**config.mk**
```make
export PLATFORM = sky130hd
export DESIGN_NAME = pisw_top
export DESIGN_NICKNAME = d
export VERILOG_FILES = /design/src/common/pisw_pkg.sv /design/src/verilog/pisw_arb.sv /design/src/verilog/pisw_sync.sv /design/src/verilog/pisw_top.sv
export SDC_FILE = /design/constraint.sdc
export NUM_CORES = 1
export LEC_CHECK = 0
export ABC_AREA = 1
export BUFFER_PORTS_ARGS = -buffer_cell sky130_fd_sc_hd__buf_4
export CAP_MARGIN = 10
export CORE_MARGIN = 5
export CORE_UTILIZATION = 52
export DETAILED_ROUTE_END_ITERATION = 10
export GPL_TIMING_DRIVEN = 0
export HOLD_SLACK_MARGIN = 0.05
export MAX_ROUTING_LAYER = met4
export PLACE_DENSITY_LB_ADDON = 0.12
export SLEW_MARGIN = 20
export SYNTH_ARGS = -nofsm -noshare
export SYNTH_HDL_FRONTEND = slang
export SYNTH_HIERARCHICAL = 1
export SYNTH_SLANG_ARGS = --single-unit
```
**constraint.sdc**
```tcl
create_clock -name sys_clk -period 8.5 [get_ports sys_clk]
set_input_delay 0.85 -clock sys_clk [delete_from_list [all_inputs] [get_ports sys_clk]]
set_output_delay 0.85 -clock sys_clk [all_outputs]
set_load 0.02 [all_outputs]
```
**src/common/pisw_pkg.sv**
```systemverilog
// Purpose: Shared constants and helpers for the priority interrupt and standby wake block
// Assumes: Single system clock, registers reached over Avalon-MM
// Notes: Behaviour list below, one line per numbered item
//
// Behaviour
// - Three priority levels exist, top above upper above lower, and every request gets one.
// - While serving, a request at the same or a lower level than the one in service waits.
// - Among pending vectors the one with the highest level is granted first.
// - Among pending vectors of equal level the smallest vector address is granted.
// - The 27 sources are merged onto 10 vector addresses.
// - Line zero goes to 00003H and line one to 0000BH, each at top or lower level.
// - 00013H, 0001BH and 00023H serve their listed sources at upper or lower level.
// - 00033H, 0003BH and 00043H serve their serial, converter and timer sources at upper or lower.
// - 0004BH serves port zero, timers four and five and both pulse outputs at upper or lower.
// - Idle stops instructions only, keeps every oscillator, and ends on reset or any enabled interrupt above the level in service.
// - Deep sleep stops instructions and peripherals and turns off all three oscillators.
// - Deep sleep ends on reset, on lines 0,1,2,4,5 at their set level, or on a port zero event.
// - Subclock sleep keeps only the time base, stops ceramic and RC, and holds the crystal as it was.
// - Subclock sleep also ends on a time-base event.

package pisw_pkg;

   // ---------------------------------------------
   // Sizes and register map
   // ---------------------------------------------
   localparam int PISW_NSRC = 27;
   localparam int PISW_NVEC = 10;
   localparam logic [2:0] PISW_OFS_STATUS = 3'h0;
   localparam logic [2:0] PISW_OFS_CLEAR = 3'h1;
   localparam logic [2:0] PISW_OFS_ENABLE = 3'h2;
   localparam logic [2:0] PISW_OFS_LEVEL = 3'h3;
   localparam logic [2:0] PISW_OFS_CTRL = 3'h4;
   localparam logic [2:0] PISW_OFS_SERVICE = 3'h5;
   localparam int PISW_CTL_CER = 2;
   localparam int PISW_CTL_RC = 3;
   localparam int PISW_CTL_XTAL = 4;
   localparam int PISW_CTL_POL = 5;
   localparam logic [12:0] PISW_CTL_RST = 13'h1FFC;
   localparam logic [26:0] PISW_ENABLE_RST = 27'h000_0000;
   localparam logic [9:0] PISW_LEVEL_RST = 10'h000;

   // ---------------------------------------------
   // Levels, modes, sources, vectors
   // ---------------------------------------------
   localparam logic [1:0] PISW_LVL_NONE = 2'h0;
   localparam logic [1:0] PISW_LVL_LOW = 2'h1;
   localparam logic [1:0] PISW_LVL_UP = 2'h2;
   localparam logic [1:0] PISW_LVL_TOP = 2'h3;
   typedef enum logic [1:0] {
      PISW_RUN = 2'h0,
      PISW_IDLE = 2'h1,
      PISW_DEEP = 2'h2,
      PISW_SUB = 2'h3
   } pisw_mode_t;
   localparam int PISW_SRC_BT0 = 7;
   localparam int PISW_SRC_BT1 = 8;
   localparam int PISW_SRC_PORT0 = 23;
   localparam logic [7:0] PISW_VEC_BASE = 8'h03;
   localparam logic [26:0] PISW_VEC_MASK [PISW_NVEC] = '{
      27'h000_0001, 27'h000_0002, 27'h000_001C, 27'h000_01E0, 27'h000_0600,
      27'h000_3800, 27'h001_C000, 27'h00E_0000, 27'h070_0000, 27'h780_0000};

   function automatic logic [7:0] pisw_vec_addr(input logic [3:0] idx);
      return PISW_VEC_BASE + {1'b0, idx, 3'b000};
   endfunction

   function automatic logic [1:0] pisw_vec_lvl(input logic [3:0] idx, input logic hi);
      if (!hi) begin
         return PISW_LVL_LOW;
      end
      return (idx < 4'h2) ? PISW_LVL_TOP : PISW_LVL_UP;
   endfunction

   function automatic logic [1:0] pisw_cur_lvl(input logic [2:0] isv);
      if (isv[2]) begin
         return PISW_LVL_TOP;
      end
      if (isv[1]) begin
         return PISW_LVL_UP;
      end
      return isv[0] ? PISW_LVL_LOW : PISW_LVL_NONE;
   endfunction

endpackage

```
**src/verilog/pisw_arb.sv**
```systemverilog
// Purpose: Level-then-address arbiter over the ten vectors
// Assumes: Inputs come from registers on sys_clk
// Notes: Purely combinational
`timescale 1ns/1ps
`default_nettype none

module pisw_arb
   import pisw_pkg::*;
(
   input wire logic [9:0] vec_pend,
   input wire logic [9:0] vec_hi,
   input wire logic [1:0] cur_lvl,
   output logic win_valid,
   output logic [3:0] win_idx,
   output logic [1:0] win_lvl
);

   always_comb begin
      logic [1:0] lv;
      lv = PISW_LVL_NONE;
      win_valid = 1'b0;
      win_idx = 4'h0;
      win_lvl = PISW_LVL_NONE;
      // Walking downward with >= lets the smaller address win ties
      for (int v = PISW_NVEC - 1; v >= 0; v--) begin
         lv = pisw_vec_lvl(4'(v), vec_hi[v]);
         if (vec_pend[v] && lv > cur_lvl && lv >= win_lvl) begin
            win_valid = 1'b1;
            win_idx = 4'(v);
            win_lvl = lv;
         end
      end
   end

endmodule
`default_nettype wire

```
**src/verilog/pisw_sync.sv**
```systemverilog
// Purpose: Two-stage synchroniser for the external request pins
// Assumes: Pins are asynchronous to sys_clk
// Notes: Only the second stage leaves this module
`timescale 1ns/1ps
`default_nettype none

module pisw_sync
   import pisw_pkg::*;
(
   input wire logic sys_clk,
   input wire logic rstn,
   input wire logic [7:0] async_in,
   output logic [7:0] sync_out
);

   typedef struct packed {
      logic [7:0] ff1;
      logic [7:0] ff2;
   } pisw_sync_t;

   pisw_sync_t s;
   pisw_sync_t next_s;

   always_comb begin
      next_s.ff1 = async_in;
      next_s.ff2 = s.ff1;
   end

   always_ff @(posedge sys_clk or negedge rstn) begin
      if (!rstn) begin
         s <= '0;
      end else begin
         s <= next_s;
      end
   end

   assign sync_out = s.ff2;

endmodule
`default_nettype wire

```
**src/verilog/pisw_top.sv**
```systemverilog
// Purpose: Nested priority interrupt controller with standby mode control and wake
// Assumes: Core acks and returns are sys_clk pulses; peripheral events are sys_clk pulses
// Notes: One wait state on every Avalon access
//
// Design decisions made here: the Avalon-MM slave port and the register offsets.
`timescale 1ns/1ps
`default_nettype none

module pisw_top
   import pisw_pkg::*;
(
   input wire logic sys_clk,
   input wire logic rstn,
   input wire logic [4:0] avs_address,
   input wire logic avs_read,
   input wire logic avs_write,
   input wire logic [31:0] avs_writedata,
   input wire logic [3:0] avs_byteenable,
   output logic [31:0] avs_readdata,
   output logic avs_waitrequest,
   input wire logic ext_irq_zero,
   input wire logic ext_irq_one,
   input wire logic ext_irq_two,
   input wire logic ext_irq_three,
   input wire logic ext_irq_four,
   input wire logic ext_irq_five,
   input wire logic ext_irq_six,
   input wire logic ext_irq_seven,
   input wire logic [19:0] periph_event,
   input wire logic irq_ack,
   input wire logic irq_ret,
   output logic irq_req,
   output logic [1:0] irq_level,
   output logic [7:0] irq_vector,
   output logic irq_line,
   output logic cpu_halt,
   output logic periph_halt,
   output logic timebase_halt,
   output logic osc_ceramic_en,
   output logic osc_rc_en,
   output logic osc_xtal_en
);

   // ---------------------------------------------
   // State
   // ---------------------------------------------
   typedef struct packed {
      logic [26:0] status;
      logic [26:0] enable;
      logic [9:0] lvl_sel;
      logic [12:0] ctl;
      pisw_mode_t mode;
      logic xtal_keep;
      logic [2:0] isv;
      logic [7:0] ext_prev;
      logic irq_req;
      logic [1:0] irq_level;
      logic [3:0] irq_idx;
      logic [7:0] irq_vector;
      logic bus_done;
      logic [31:0] rdata;
      logic irq_line;
      logic cpu_halt;
      logic periph_halt;
      logic tb_halt;
      logic cer_en;
      logic rc_en;
      logic xtal_en;
   } pisw_state_t;

   pisw_state_t s;
   pisw_state_t next_s;

   logic [7:0] ext_s;
   logic [7:0] ext_evt;
   logic [26:0] src_evt;
   logic [9:0] vec_pend;
   logic [1:0] cur_lvl;
   logic arb_valid;
   logic [3:0] arb_idx;
   logic [1:0] arb_lvl;
   logic bus_req;
   logic wr_go;
   logic [26:0] clr_mask;
   logic wake_pin;
   logic wake_deep;
   logic [7:0] pol;
   logic [31:0] clr_word;

   function automatic logic [31:0] be_merge(input logic [31:0] old, input logic [31:0] wd,
                                            input logic [3:0] be);
      logic [31:0] m;
      m = {{8{be[3]}}, {8{be[2]}}, {8{be[1]}}, {8{be[0]}}};
      return (old & ~m) | (wd & m);
   endfunction

   // ---------------------------------------------
   // Pin capture and source assembly
   // ---------------------------------------------
   pisw_sync u_sync (
      .sys_clk(sys_clk),
      .rstn(rstn),
      .async_in({ext_irq_seven, ext_irq_six, ext_irq_five, ext_irq_four,
                 ext_irq_three, ext_irq_two, ext_irq_one, ext_irq_zero}),
      .sync_out(ext_s)
   );

   assign pol = s.ctl[PISW_CTL_POL +: 8];

   // A line raises its event when it enters its configured level
   assign ext_evt = (~(ext_s ^ pol)) & (s.ext_prev ^ pol);

   // Grouped by vector so that each vector owns a contiguous run of bits
   assign src_evt = {
      periph_event[19] | periph_event[18], periph_event[17], periph_event[16],
      periph_event[15], periph_event[14], periph_event[13], periph_event[12],
      periph_event[11], periph_event[10], periph_event[9], periph_event[8],
      periph_event[7], periph_event[6], ext_evt[7], periph_event[5],
      periph_event[4], ext_evt[6], periph_event[3], periph_event[2],
      periph_event[1], ext_evt[5], ext_evt[3], ext_evt[4], periph_event[0],
      ext_evt[2], ext_evt[1], ext_evt[0]};

   // Deep-sleep wake looks at the level, not the edge, so a held line still wakes
   assign wake_pin = |(~(ext_s ^ pol) & 8'h37);
   assign wake_deep = wake_pin | src_evt[PISW_SRC_PORT0];

   always_comb begin
      for (int v = 0; v < PISW_NVEC; v++) begin
         vec_pend[v] = |(s.status & s.enable & PISW_VEC_MASK[v]);
      end
   end

   assign cur_lvl = pisw_cur_lvl(s.isv);

   pisw_arb u_arb (
      .vec_pend(vec_pend),
      .vec_hi(s.lvl_sel),
      .cur_lvl(cur_lvl),
      .win_valid(arb_valid),
      .win_idx(arb_idx),
      .win_lvl(arb_lvl)
   );

   // ---------------------------------------------
   // Bus handshake
   // ---------------------------------------------
   assign bus_req = avs_read | avs_write;
   assign avs_waitrequest = bus_req & ~s.bus_done;
   assign wr_go = avs_write & s.bus_done;
   assign clr_word = be_merge(32'h0000_0000, avs_writedata, avs_byteenable);
   assign clr_mask = (wr_go && avs_address[4:2] == PISW_OFS_CLEAR) ?
                     clr_word[26:0] : 27'h000_0000;

   // ---------------------------------------------
   // Next state
   // ---------------------------------------------
   always_comb begin
      logic [31:0] rd;
      logic [31:0] wv;
      rd = 32'h0000_0000;
      wv = 32'h0000_0000;
      next_s = s;
      next_s.ext_prev = ext_s;
      next_s.bus_done = bus_req & ~s.bus_done;

      case (avs_address[4:2])
         PISW_OFS_STATUS: rd = {5'h00, s.status};
         PISW_OFS_ENABLE: rd = {5'h00, s.enable};
         PISW_OFS_LEVEL: rd = {22'h00_0000, s.lvl_sel};
         PISW_OFS_CTRL: rd = {19'h0_0000, s.ctl[12:2], s.mode};
         PISW_OFS_SERVICE: rd = {22'h00_0000, s.irq_level, s.irq_idx, s.irq_req, s.isv};
         default: rd = 32'h0000_0000;
      endcase
      if (avs_read && !s.bus_done) begin
         next_s.rdata = rd;
      end

      // Set wins over clear, and nothing but a clear drops a pending bit
      next_s.status = (s.status & ~clr_mask) | src_evt;

      if (wr_go) begin
         case (avs_address[4:2])
            PISW_OFS_ENABLE: begin
               wv = be_merge({5'h00, s.enable}, avs_writedata, avs_byteenable);
               next_s.enable = wv[26:0];
            end
            PISW_OFS_LEVEL: begin
               wv = be_merge({22'h00_0000, s.lvl_sel}, avs_writedata, avs_byteenable);
               next_s.lvl_sel = wv[9:0];
            end
            PISW_OFS_CTRL: begin
               wv = be_merge({19'h0_0000, s.ctl}, avs_writedata, avs_byteenable);
               next_s.ctl = {wv[12:2], 2'b00};
               if (s.mode == PISW_RUN && wv[1:0] != 2'b00) begin
                  next_s.mode = pisw_mode_t'(wv[1:0]);
                  next_s.xtal_keep = s.xtal_en;
               end
            end
            default: begin
               wv = 32'h0000_0000;
            end
         endcase
      end

      // In-service stack: a return pops the top level, an ack pushes the granted one
      if (irq_ret) begin
         if (s.isv[2]) begin
            next_s.isv[2] = 1'b0;
         end else if (s.isv[1]) begin
            next_s.isv[1] = 1'b0;
         end else begin
            next_s.isv[0] = 1'b0;
         end
      end
      if (irq_ack && s.irq_req) begin
         case (s.irq_level)
            PISW_LVL_TOP: next_s.isv[2] = 1'b1;
            PISW_LVL_UP: next_s.isv[1] = 1'b1;
            PISW_LVL_LOW: next_s.isv[0] = 1'b1;
            default: next_s.isv = next_s.isv;
         endcase
      end

      // Drop the request on ack so a stale grant is never offered twice
      next_s.irq_req = arb_valid & ~irq_ack;
      next_s.irq_level = arb_lvl;
      next_s.irq_idx = arb_idx;
      next_s.irq_vector = pisw_vec_addr(arb_idx);

      case (s.mode)
         PISW_IDLE: begin
            if (arb_valid) begin
               next_s.mode = PISW_RUN;
            end
         end
         PISW_DEEP: begin
            if (wake_deep) begin
               next_s.mode = PISW_RUN;
            end
         end
         PISW_SUB: begin
            if (wake_deep || src_evt[PISW_SRC_BT0] || src_evt[PISW_SRC_BT1]) begin
               next_s.mode = PISW_RUN;
            end
         end
         default: begin
            next_s.mode = next_s.mode;
         end
      endcase

      next_s.cpu_halt = next_s.mode != PISW_RUN;
      next_s.periph_halt = next_s.mode == PISW_DEEP || next_s.mode == PISW_SUB;
      next_s.tb_halt = next_s.mode == PISW_DEEP;
      next_s.cer_en = next_s.ctl[PISW_CTL_CER] & ~next_s.periph_halt;
      next_s.rc_en = next_s.ctl[PISW_CTL_RC] & ~next_s.periph_halt;
      case (next_s.mode)
         PISW_DEEP: next_s.xtal_en = 1'b0;
         PISW_SUB: next_s.xtal_en = next_s.xtal_keep;
         default: next_s.xtal_en = next_s.ctl[PISW_CTL_XTAL];
      endcase
      next_s.irq_line = |(next_s.status & next_s.enable);
   end

   // ---------------------------------------------
   // Registers
   // ---------------------------------------------
   always_ff @(posedge sys_clk or negedge rstn) begin
      if (!rstn) begin
         s <= '0;
         s.enable <= PISW_ENABLE_RST;
         s.lvl_sel <= PISW_LEVEL_RST;
         s.ctl <= PISW_CTL_RST;
         s.mode <= PISW_RUN;
         // Seeded at the reset polarity so no false edge follows reset
         s.ext_prev <= PISW_CTL_RST[PISW_CTL_POL +: 8];
         s.cer_en <= 1'b1;
         s.rc_en <= 1'b1;
         s.xtal_en <= 1'b1;
      end else begin
         s <= next_s;
      end
   end

   assign avs_readdata = s.rdata;
   assign irq_req = s.irq_req;
   assign irq_level = s.irq_level;
   assign irq_vector = s.irq_vector;
   assign irq_line = s.irq_line;
   assign cpu_halt = s.cpu_halt;
   assign periph_halt = s.periph_halt;
   assign timebase_halt = s.tb_halt;
   assign osc_ceramic_en = s.cer_en;
   assign osc_rc_en = s.rc_en;
   assign osc_xtal_en = s.xtal_en;

   // ---------------------------------------------
   // Checks
   // ---------------------------------------------
   logic [1:0] chk_max;
   logic [3:0] chk_idx;

   always_comb begin
      chk_max = PISW_LVL_NONE;
      chk_idx = 4'h0;
      for (int v = 0; v < PISW_NVEC; v++) begin
         if (vec_pend[v] && pisw_vec_lvl(4'(v), s.lvl_sel[v]) > cur_lvl &&
             pisw_vec_lvl(4'(v), s.lvl_sel[v]) > chk_max) begin
            chk_max = pisw_vec_lvl(4'(v), s.lvl_sel[v]);
         end
      end
      for (int v = PISW_NVEC - 1; v >= 0; v--) begin
         if (vec_pend[v] && pisw_vec_lvl(4'(v), s.lvl_sel[v]) == chk_max) begin
            chk_idx = 4'(v);
         end
      end
   end
endmodule
`default_nettype wire
```
Word-level counts from Yosys, hierarchy flattened
Cells that the tools add are included.
Word-level totals
  bits in registers: 160
  bits of input ports: 75
  output and inout port bits: 51
Cells by class
  $add $sub $neg: 1
  order comparisons: 20
  eq/ne operators: 13
  muxes and demuxes: 67
  bitwise operators: 28
  reduce and logical (&&, ||, !) cells: 44
Operators with widths (number)
  $and A27 B27 Y27: 5
  $pmux W27 S5: 1
  $mux W2: 28
  $mux W27: 2
  $not A27 Y27: 2
  $or A27 B27 Y27: 2
  $mux W53: 1
  $mux W4: 10
  $reduce_or A27 Y1: 1
  $logic_and A1 B1 Y1: 24
  $gt A2 B2 Y1: 10
  $ge A2 B2 Y1: 9
  $mux W1: 18
  $mux W16: 1
  $xor A8 B8 Y8: 2
  $reduce_or A3 Y1: 5
  $and A13 B13 Y13: 1
  $or A13 B13 Y13: 1
  $eq A2 B2 Y1 const B: 6
  $and A10 B10 Y10: 1
  $mux W10: 1
  $or A10 B10 Y10: 1
  $mux W3: 3
  $add A2 B7 Y8 const A: 1
  other kinds (21): 37

Longest topological paths before layout
Gate-level depths: netlist of run 1.
  depth in word-level cells: 41
  depth in mapped cells: 68
  mapped depth without buffers: 68

By module
Netlist of run 1, hierarchy kept.
Modules (own cells, without submodules)
  pisw_top: times used 1, cells an instance 811, area an instance 6442.4 um2
  pisw_arb: times used 1, cells an instance 203, area an instance 1285.0 um2
  pisw_sync: times used 1, cells an instance 16, area an instance 400.4 um2

Worst setup path before layout of run 1
Ideal clock, no wire load.
  path type: reg-to-reg
  start: reg s[64] (netlist name)
  end: reg s (netlist bit osc_xtal_en)
  library setup time: 60 ps
  arrival time: 8056 ps
  required time: 8440 ps
  path slack: 384 ps
  cell stages (with the launch flop): 60
  period minus slack after synthesis: 8116 ps
  cells stage by stage: dfrtp_1 -> o21ai_0 -> ha_1 -> a21oi_2 -> nand3_1 -> ha_1 -> nand2_1 -> nand3_1 -> nand3_2 -> nand2_1 -> nand2_1 -> inv_1 -> ha_1 -> inv_1 -> nand2_1 -> nor2_1 -> nor2_1 -> nand3_1 -> (+24 left out) -> nand2_1 -> nor2_1 -> a211oi_2 -> nand3_1 -> nand2_1 -> inv_1 -> ha_1 -> inv_1 -> nand2_1 -> o21ai_0 -> inv_1 -> a21oi_1 -> nand2_1 -> nor3_1 -> a31oi_1 -> nand2_1 -> nand3_1 -> nand2_1
RTL lines
  start, declared: RTL line pisw_top.sv:71  | pisw_state_t s;
  start signal, assigned: RTL line pisw_top.sv:280  | s <= next_s;

==> impl_results.md, run 1 <==
* ANT nets after route at 0
* Clk sinks at about 150
* CORE AREA at ~15000 sq um
* Yosys top cell by area: dfrtp_1
* Largest net degree at the start of global routing at 77
* CP max stage delay at 420 ps
* Die area at about 18000 sq um
* Initial antenna violation count at 0
* Clock slew at reported path FFs at about 60 ps
* Crit Reg-Reg Startpoint: s[64]
* Pleak at about 5.5 nW
* Placed instance count at 1358
* Area contributors post-synth: dfrtp_1 39%, nand2_1 17%, dfstp_2 7.1%, inv_1 5.5%, ha_1 4.5%
* CTS tree: built
* GR Util All Layers at between 20 and 30%
* Routed len/inst at 15.7 microns
* Antenna diodes at 0
* I/O pins at around 130
* Die width at 135 microns
* Required time of the critical path at about 9000 ps
* Vias in the first global route at ~7000
* Grt total ovfl at 0
* Critical path class: reg -> reg
* Worst Hold Launch: u_sync/next_s[4]
* Worst hold path type: reg -> reg
* Placed cell areas at 9280 sq um
* PD cells at between 300 and 400 nW/um^2
* Layout Utilization at roughly two thirds
* Fin cells at around 1400
* Clock root cell: clkbuf_16
* Cell count after synthesis at 1030
* Setup-failing EPs final at 0
* IO buf count at 110
* DR vias/cell at between 5 and 6
* YS warnings at 6
* Cells on worst reg2reg path at 59
* # DRC at 0
* Max Slew Vio Count at 0
* Fin nets at between 1000 and 1500
* H-Tree Depth at 4
* Crit path max fanout at 4
* Post-route clock period utilization at 94.3%
* Worst VDD drop at between 150 and 200 uV
* Avg Inst Size Synth at approximately 8 sq um
* Top-area cell type share of the netlist area at 38.8%
* Crit end category: flip-flop
* Final Hold Fails at 0
* Total power at roughly 0.0034 W
* Fraction of layout cells with a size suffix above 1 at around a quarter
* Flop2flop setup slack at 490 ps
* Top_reg_cell synth: dfrtp_1
* Worst Setup SP: s[64]
* Most frequent cell after synthesis: nand2_1
* Total vias in the final route at 7251
* Synth-to-Final Area Change at 24.8%
* Number of synthesized flops with an enable pin at 0
* Initial DRT Pass Iterations at 5
* Slew @ Worst Pin at roughly 630 ps
* Fin crit period at roughly 8000 ps
* Synth top cells by count: 372 x nand2_1, 126 x dfrtp_1, 119 x inv_1
* Finished Cell Area at ~10000 sq um
* Synth cell types at around 50
* Worst Hold Depth at 0
* #FFs+latches synth at between 100 and 150
* CTS Hold Bufs at 0
* Status: completed
* Share of the yosys chip area belonging to registers at ~46%
* Clk buf depth at 2
* Max Cap Viol at 0
* WL final at about 22000 microns
* Slew HR at between 50 and 60%
* Initial Util at 53.3%
* Clock Latency Late Sink at 420 ps
* Placer Congestion at ~0.95
* Inserted Clock Buffers at 17
* Post-Syn Area at about 8000 sq um
* Post-DP HPWL at 16400 microns
* Critical Path AT at 8380 ps
* Initial DRC count at roughly 700
* Clock skew at slightly above 8 ps
* Cell mode on critical path: nand2_1
* Startpoint types: flip-flop
* Placement row count at 45
* Global-route wire length before repair at between 30000 and 40000 microns
* Fmax at about 0.12 GHz
* Die height at about 140 microns
* Share of flip-flops with an asynchronous set or reset at between 90% and 100%
* Worst path slowest cell: dfrtp_1
* Fill cells at 1282
[per-stage QoR]
stage	setup TNS [ps]	worst slack, ps	hold slack (ps)
2_1_floorplan	0	384	331
3_3_place_gp	-4000	-739	331
3_5_place_dp	-2480	-591	336
4_1_cts	0	16.7	349
5_1_grt	-41.7	-41.7	361
6_report	0	487	346
[per-layer routing]
layer / wire [microns] / track usage (%)
met1: 9730 / 35.2
met2: 10300 / 38.1
met3: 1400 / 3.87
met4: 635 / 9.74
met5: 0 / -
[path summary, 6_finish.rpt]
kind                                           end
min in group asynchronous                 cpu_halt
max in group asynchronous                    s[62]
worst max-delay path                   osc_xtal_en
worst min-delay path            u_sync/sync_out[4]
worst max register to register         osc_xtal_en
worst min register to register  u_sync/sync_out[4]
[power breakdown]
group	leakage (nW)	internal [W]	switching (W)
clock	0.266	0.000441	0.000296
sequential	1.73	0.000825	0.0000908
combinational	3.46	0.000733	0.00104
total	5.45	0.00200	0.00143
[worst max-delay path: cells and delay by family (launching register included)]
family | cells | cell delay (ps)
adder cells (fa/ha/maj) | 8 | 2150
flip-flops | 1 | 420
buffers and inverters | 9 | 540
AO/OA/AOI/OAI | 9 | 1330
AND/OR/NAND/NOR | 33 | 3530
[final cells by class]
class / instances / area [sq um] / share of cell area [%]
Buffer: 60 / 422 / 4.16
Clock buffer: 21 / 450 / 4.44
Clock inverter: 11 / 129 / 1.27
Inverter: 127 / 480 / 4.74
Multi-Input combinational cell: 701 / 3690 / 36.3
Sequential cell: 148 / 3730 / 36.8
Tap cell: 211 / 264 / 2.60
Timing Repair Buffer: 127 / 981 / 9.67
[placed cells by master, fill, tap and decap left out, types with 6 or more instances in the layout]
| cell | count |
|---|---|
| nor2_1 | 46 |
| nand3_2 | 7 |
| ha_1 | 25 |
| inv_2 | 10 |
| clkbuf_1 | 11 |
| o21ai_0 | 52 |
| nand2_2 | 16 |
| dfstp_2 | 22 |
| inv_1 | 115 |
| clkinvlp_4 | 6 |
| conb_1 | 8 |
| buf_4 | 170 |
| nand2_1 | 366 |
| nand4_1 | 7 |
| nor2_2 | 6 |
| o22ai_1 | 17 |
| dfrtp_1 | 126 |
| nand3_1 | 65 |
| clkbuf_16 | 17 |
| a21oi_1 | 13 |
| nand3_4 | 6 |
| nand2_4 | 7 |
[kinds of logic after synthesis]
| family | after synthesis | share of synthesized area, % |
|---|---|---|
| adders and majority gates | 29 | 4.46 |
| other | 2 | 0.0924 |
| and+or+nand+nor | 541 | 29.2 |
| AOI/OAI and AO/OA | 123 | 9.31 |
| DFF | 148 | 45.9 |
| buffers and inverters | 187 | 11.1 |
[what timing repair did]
action,CTS,global route
endpoints found under the setup margin,10,10
pin swaps,2,13
cloned,0,0
buffers inserted,4,12
resized for setup,5,29
(Power assumes the default switching activity.)
==> run 2: changes to the inputs <==
--- a/config.mk
+++ b/config.mk
@@ -8,8 +8,11 @@
 export ABC_AREA = 1
 export BUFFER_PORTS_ARGS = -buffer_cell sky130_fd_sc_hd__buf_4
 export CAP_MARGIN = 10
+export CELL_PAD_IN_SITES_DETAIL_PLACEMENT = 0
+export CELL_PAD_IN_SITES_GLOBAL_PLACEMENT = 1
 export CORE_MARGIN = 5
-export CORE_UTILIZATION = 52
+export CORE_UTILIZATION = 38
+export CTS_CLUSTER_DIAMETER = 200
 export DETAILED_ROUTE_END_ITERATION = 10
 export GPL_TIMING_DRIVEN = 0
 export HOLD_SLACK_MARGIN = 0.05
==> constraint.sdc (replaced) <==
create_clock -name sys_clk -period 6.55 [get_ports sys_clk]
set_input_delay 0.655 -clock sys_clk [delete_from_list [all_inputs] [get_ports sys_clk]]
set_output_delay 0.655 -clock sys_clk [all_outputs]
set_load 0.02 [all_outputs]
==> run 2 against run 1 <==
Against the previous run: the run now ends with setup timing left; cell count grew 6.8%; critical path depth grew 3; worst hold slack lost 200 ps; global-route usage shrank 4.5 points; first-iteration DRC count shrank 45%; flip-flop and latch count is the same; worst setup slack lost 1600 ps; largest cell class is now multi-input combinational cells; largest power group unchanged; highest routed layer unchanged.
==> impl_results.md, run 2 (same netlist as run 1, synthesis figures left out) <==
* Status: complete, but fails checks
* Failing checks: setup timing
* Crit path max fanout at 5
* Fin crit period at about 7600 ps
* Worst path depth at between 60 and 70
* Startpoint types: flip-flop
* Area of the multi-input gates at around 4000 sq um
* Initial antenna violation count at 0
* GR Util All Layers at 20.9%
* Fill cells at approximately 2100
* Met1 usage at slightly below 30%
* DR vias/cell at ~4.8
* Vias in the first global route at 6892
* CORE AREA at approximately 21000 sq um
* Fmax at roughly 0.13 GHz
* Critical path class: reg -> reg
* Antenna diodes at 0
* Initial DRT Pass Iterations at 5
* Worst path slowest cell: dfrtp_2
* Routed len/inst at roughly 16 microns
* CP top delay family: simple AND/OR/NAND/NOR gates
* Finished Cell Area at 10700 sq um
* Slew @ Worst Pin at approximately 760 ps
* Slew HR at 49.2%
* Initial Util at 38.7%
* Worst VDD drop at 232 uV
* Max Slew Vio Count at 0
* Top Usage Layer GRT: met2
* CTS tree: built
* M3 GR Usage at under 10%
* # DRC at 0
* Placer Congestion at 0.832
* Die height at between 150 and 200 microns
* Clk buf depth at 2
* Clock root cell: clkbuf_16
* Leading cell type in the layout, fill and taps excluded: nand2_1
* Clk sinks at roughly 150
* WL final at 24200 microns
* Global-route wire length before repair at roughly 38000 microns
* Flop2flop setup slack at -1070 ps
* Crit path buffers/inverters at 13
* Final Hold Fails at 0
* Setup-failing EPs final at 10
* Setup WS pre-CTS at -1840 ps
* Grt total ovfl at 0
* Die width at between 150 and 200 microns
* Final WS setup at -1070 ps
* I/O pins at around 130
* Layout Utilization at 50.9%
* Largest net degree at the start of global routing at 88
* Initial DRC count at between 300 and 400
* Met2 Track Usage GR at between 30 and 40%
* CP max stage delay at 440 ps
* Max Cap Viol at 0
* Clock skew at between 8 and 9 ps
* Post-DP HPWL at around 18000 microns
* Fin nets at ~1300
* RSZ-0062 raised after global routing: yes
* Setup total negative slack at -8540 ps
* IO buf count at 110
* Clock Latency Late Sink at 420 ps
* Post-route clock period utilization at 116%
* Commonest non-fill, non-tap cells in the layout: 355 x nand2_1, 201 x buf_4, 124 x dfrtp_1
* FF+latch area at roughly 3700 sq um
* Reg2reg end: osc_xtal_en
* Crit end category: flip-flop
* Critical Path AT at around 8000 ps
* ANT nets after route at 0
* Required time of the critical path at 6920 ps
* Total vias in the final route at approximately 7000
* Crit Reg-Reg Startpoint: s[64]
* CTS Hold Bufs at 0
* Cells on worst reg2reg path at slightly above 60
* Die area at 24400 sq um
* Clock slew at reported path FFs at around 70 ps
* Inserted Clock Buffers at 17
* Worst hold path type: in -> async
* Placed cell areas at approximately 9400 sq um
* Pleak at approximately 5.7 nW
* PD cells at roughly 480 nW/um^2
* Fraction of layout cells with a size suffix above 1 at 31.0%
* Synth-to-Final Area Change at 31.7%
* Placement row count at between 50 and 60
* H-Tree Depth at 4
-- run 2: cell count changes in the layout (fill, tap and decap cells not counted), moves of 3 or more --
cell,delta
nand3_2,+6
ha_4,+8
inv_6,+3
inv_1,-10
nand2_1,-11
nand2_4,+6
clkinvlp_4,-4
nand2_2,+5
buf_4,+31
inv_2,+10
ha_1,-8
nand3_1,-6
-- run 2: layout make-up --
class,count,area share (%)
Buffer,60,3.94
Multi-Input combinational cell,701,36.4
Tap cell,275,3.21
Clock inverter,14,1.65
Sequential cell,148,34.9
Inverter,127,4.48
Timing Repair Buffer,159,11.4
Clock buffer,18,4.01
-- run 2: metal layers --
| layer | up-vias | part of all wire (%) | wire length [microns] |
|---|---|---|---|
| met5 | - | 0 | 0 |
| met4 | 0 | 1.7 | 415 |
| met2 | 162 | 47 | 11300 |
| met3 | 25 | 4.7 | 1130 |
| li1 | 3629 | - | - |
| met1 | 3357 | 47 | 11400 |
-- run 2: worst max path at each step --
stage,startpoint,to,slack [ps]
after floorplan,s[64],osc_xtal_en,-830
after global placement,s[63],osc_xtal_en,-1840
after detailed placement,s[63],osc_xtal_en,-1840
after CTS,s[64],s[67],-1100
after global routing,s[64],osc_xtal_en,-1580
final,s[64],osc_xtal_en,-1070
-- run 2: worst register-to-register path, delay by kind of cell, from the launching register on --
family	cells	cell delay, ps
fa+ha+maj	8	1840
flops	1	440
compound gates	8	1240
buf+inv	13	910
simple gates	33	3150
-- run 2: report_power, final --
part           switching (W)  leakage (nW)  total [W]  internal [W]
registers           0.000123          1.72    0.00119       0.00107
clock network       0.000409         0.292    0.00101      0.000604
logic                0.00159          3.64    0.00296       0.00137
total                0.00213          5.65    0.00517       0.00305
-- run 2: timing repair --
| action | CTS | global route |
|---|---|---|
| cloned | 0 | 0 |
| setup endpoints to repair | 11 | 11 |
| pin swaps | 38 | 45 |
| resized for setup | 35 | 35 |
| setup buffers | 39 | 16 |
-- run 2: per-stage QoR --
stage	cells	total power, W	hold slack, ps
6_report	1502	0.00517	145
2_1_floorplan	1036	0.00274	331
5_1_grt	1502	0.00556	178
3_3_place_gp	1421	0.00321	332
3_5_place_dp	1422	0.00324	336
4_1_cts	1488	0.00484	165
==> run 3: changes to the inputs <==
--- a/config.mk
+++ b/config.mk
@@ -11,8 +11,10 @@
 export CELL_PAD_IN_SITES_DETAIL_PLACEMENT = 0
 export CELL_PAD_IN_SITES_GLOBAL_PLACEMENT = 1
 export CORE_MARGIN = 5
-export CORE_UTILIZATION = 38
+export CORE_UTILIZATION = 39
+export CTS_BUF_LIST = sky130_fd_sc_hd__clkbuf_8
 export CTS_CLUSTER_DIAMETER = 200
+export CTS_CLUSTER_SIZE = 40
 export DETAILED_ROUTE_END_ITERATION = 10
 export GPL_TIMING_DRIVEN = 0
 export HOLD_SLACK_MARGIN = 0.05
==> run 3 against run 2 <==
Against the previous run: the run still ends with setup timing left; die area decreased by 2.4%; via count increased by 0.21%; sequential share of layout area increased by 0.58 points; maximum frequency increased by 0.61%; global-route usage increased by 0.17 points; flip-flop and latch count unchanged; worst setup slack improved by 46 ps; wire length increased by 0.85%; worst hold slack improved by 68 ps; critical path type unchanged; largest cell class unchanged; highest routed layer unchanged.
==> impl_results.md, run 3 (same netlist as run 1, synthesis figures left out) <==
* Status: complete, but fails checks
* Failing checks: setup timing
* CTS tree: built
* Pint at about 0.0027 W
* Inserted Clock Buffers at 17
* RSZ-0062 raised after global routing: yes
* PD cells at about 460 nW/um^2
* Placed instance count at 1418
* GR Util All Layers at 21.1%
* Initial DRC count at 481
* CP top delay family: simple AND/OR/NAND/NOR gates
* CTS Hold Bufs at 0
* Clk buf depth at 2
* Fill cells at ~2000
* Initial DRT Pass Iterations at 5
* Placement row count at 52
* Die area at roughly 24000 sq um
* Required time of the critical path at 6950 ps
* Largest net degree at the start of global routing at 98
* Net Sw Power at between 0.002 and 0.0025 W
* Antenna diodes at 0
* Fin cells at ~1500
* Layout Utilization at between 50 and 60%
* Crit path max fanout at 4
* Placer Congestion at about 0.86
* Post-route clock period utilization at 116%
* Setup-failing EPs final at 10
* Fraction of layout cells with a size suffix above 1 at 30.8%
* Clock Latency Late Sink at ~460 ps
* Worst path slowest cell: dfrtp_1
* Worst VDD drop at 234 uV
* I/O pins at about 130
* Final WS setup at -1020 ps
* Clock skew at 11.1 ps
* ANT nets after route at 0
* Grt total ovfl at 0
* CORE AREA at 20400 sq um
* Commonest non-fill, non-tap cells in the layout: 351 x nand2_1, 190 x buf_4, 125 x dfrtp_1
* Clk sinks at approximately 150
* H-Tree Depth at 4
* DR vias/cell at between 4 and 5
* # DRC at 0
* Global-route wire length before repair at about 38000 microns
* Flop2flop setup slack at -1020 ps
* Max Slew Vio Count at 0
* Fmax at 0.132 GHz
* Crit path buffers/inverters at 15
* Setup total negative slack at -8560 ps
* Slew @ Worst Pin at ~620 ps
* Post-DP HPWL at between 15000 and 20000 microns
* Die width at 154 microns
* Total vias in the final route at slightly above 7000
* Worst hold path type: in -> async
* Critical Path AT at 7970 ps
* Pleak at around 5.5 nW
* IO buf count at 110
* Initial Util at 39.9%
* Cell mode on critical path: buf_4
* Total power at roughly 0.005 W
* Synth-to-Final Area Change at 29.5%
* Vias in the first global route at 7065
* Sequential share of power at roughly a quarter
* Slew HR at between 50% and 60%
* Switching Share at between 40% and 50%
* Startpoint types: flip-flop
* Clock slew at reported path FFs at roughly 90 ps
* Crit end category: flip-flop
* Fin nets at roughly 1300
* Critical path class: reg -> reg
* WL final at around 24000 microns
* Routed len/inst at 16.4 microns
* Combinational Power Share at slightly above 60%
* FF+latch area at 3730 sq um
* CP max stage delay at 360 ps
* Fin crit period at ~7600 ps
* Final Hold Fails at 0
* Initial antenna violation count at 0
* Setup WS pre-CTS at -1830 ps
* Clock root cell: clkbuf_8
* Area of the multi-input gates at between 3000 and 4000 sq um
* Die height at 154 microns
* Leading cell type in the layout, fill and taps excluded: nand2_1
* Clk pwr share at between 10 and 15%
* Max Cap Viol at 0
[run 3: changes by cell type in the layout (fill, tap and decap cells not counted), moves of 4 or more]
| cell | change |
|---|---|
| clkbuf_16 | -17 |
| buf_4 | -11 |
| clkbuf_8 | +17 |
| inv_1 | +4 |
| nand2_1 | -4 |
[run 3: layout make-up]
class	instances	share of cell area (%)
clock inverter	15	1.50
clock buffer	17	2.22
timing repair buffer	151	11.3
multi-input combinational	701	37.7
tap	270	3.21
inverter	127	4.58
sequential	148	35.5
buffer	60	4.01
[run 3: worst paths after layout]
path	start	depth (start not counted)	to
max in group asynchronous	rstn	3	async pin
hold reg to reg	u_sync/next_s[4]	0	u_sync/sync_out[4]
setup reg to reg	s[63]	60	cpu_halt
hold / removal	rstn	2	cpu_halt
setup / recovery	s[63]	60	cpu_halt
min in group sys_clk	ext_irq_six	1	u_sync/next_s[6]
[run 3: layer usage]
| metal | vias to the layer above | global-route usage, % | part of all wire (%) | routed length, microns |
|---|---|---|---|---|
| met3 | 30 | 3.58 | 4.5 | 1110 |
| met5 | - | - | 0 | 0 |
| met1 | 3398 | 29.0 | 47 | 11400 |
| met2 | 169 | 32.6 | 47 | 11400 |
| met4 | 0 | 5.26 | 1.7 | 427 |
| li1 | 3591 | - | - | - |
[run 3: metrics by stage]
stage               instance area, sq um  hold slack (ps)
detailed placement                  9450              336
global placement                    9390              333
floorplan                           8220              331
global route                       10500              213
finish                             10500              213
CTS                                10300              202
[run 3: power by group through the flow]
stage / Combinational [W] / Sequential (W) / Clock [W]
global route: 0.00324 / 0.00122 / 0.000788
floorplan: 0.00157 / 0.00117 / 0
finish: 0.00296 / 0.00120 / 0.000729
detailed placement: 0.00205 / 0.00120 / 0
CTS: 0.00258 / 0.00119 / 0.000746
global placement: 0.00202 / 0.00120 / 0
[run 3: repair_timing]
action	CTS	global route
pin swaps	32	24
endpoints found under the setup margin	11	11
gates resized for setup	42	42
setup buffers	32	10
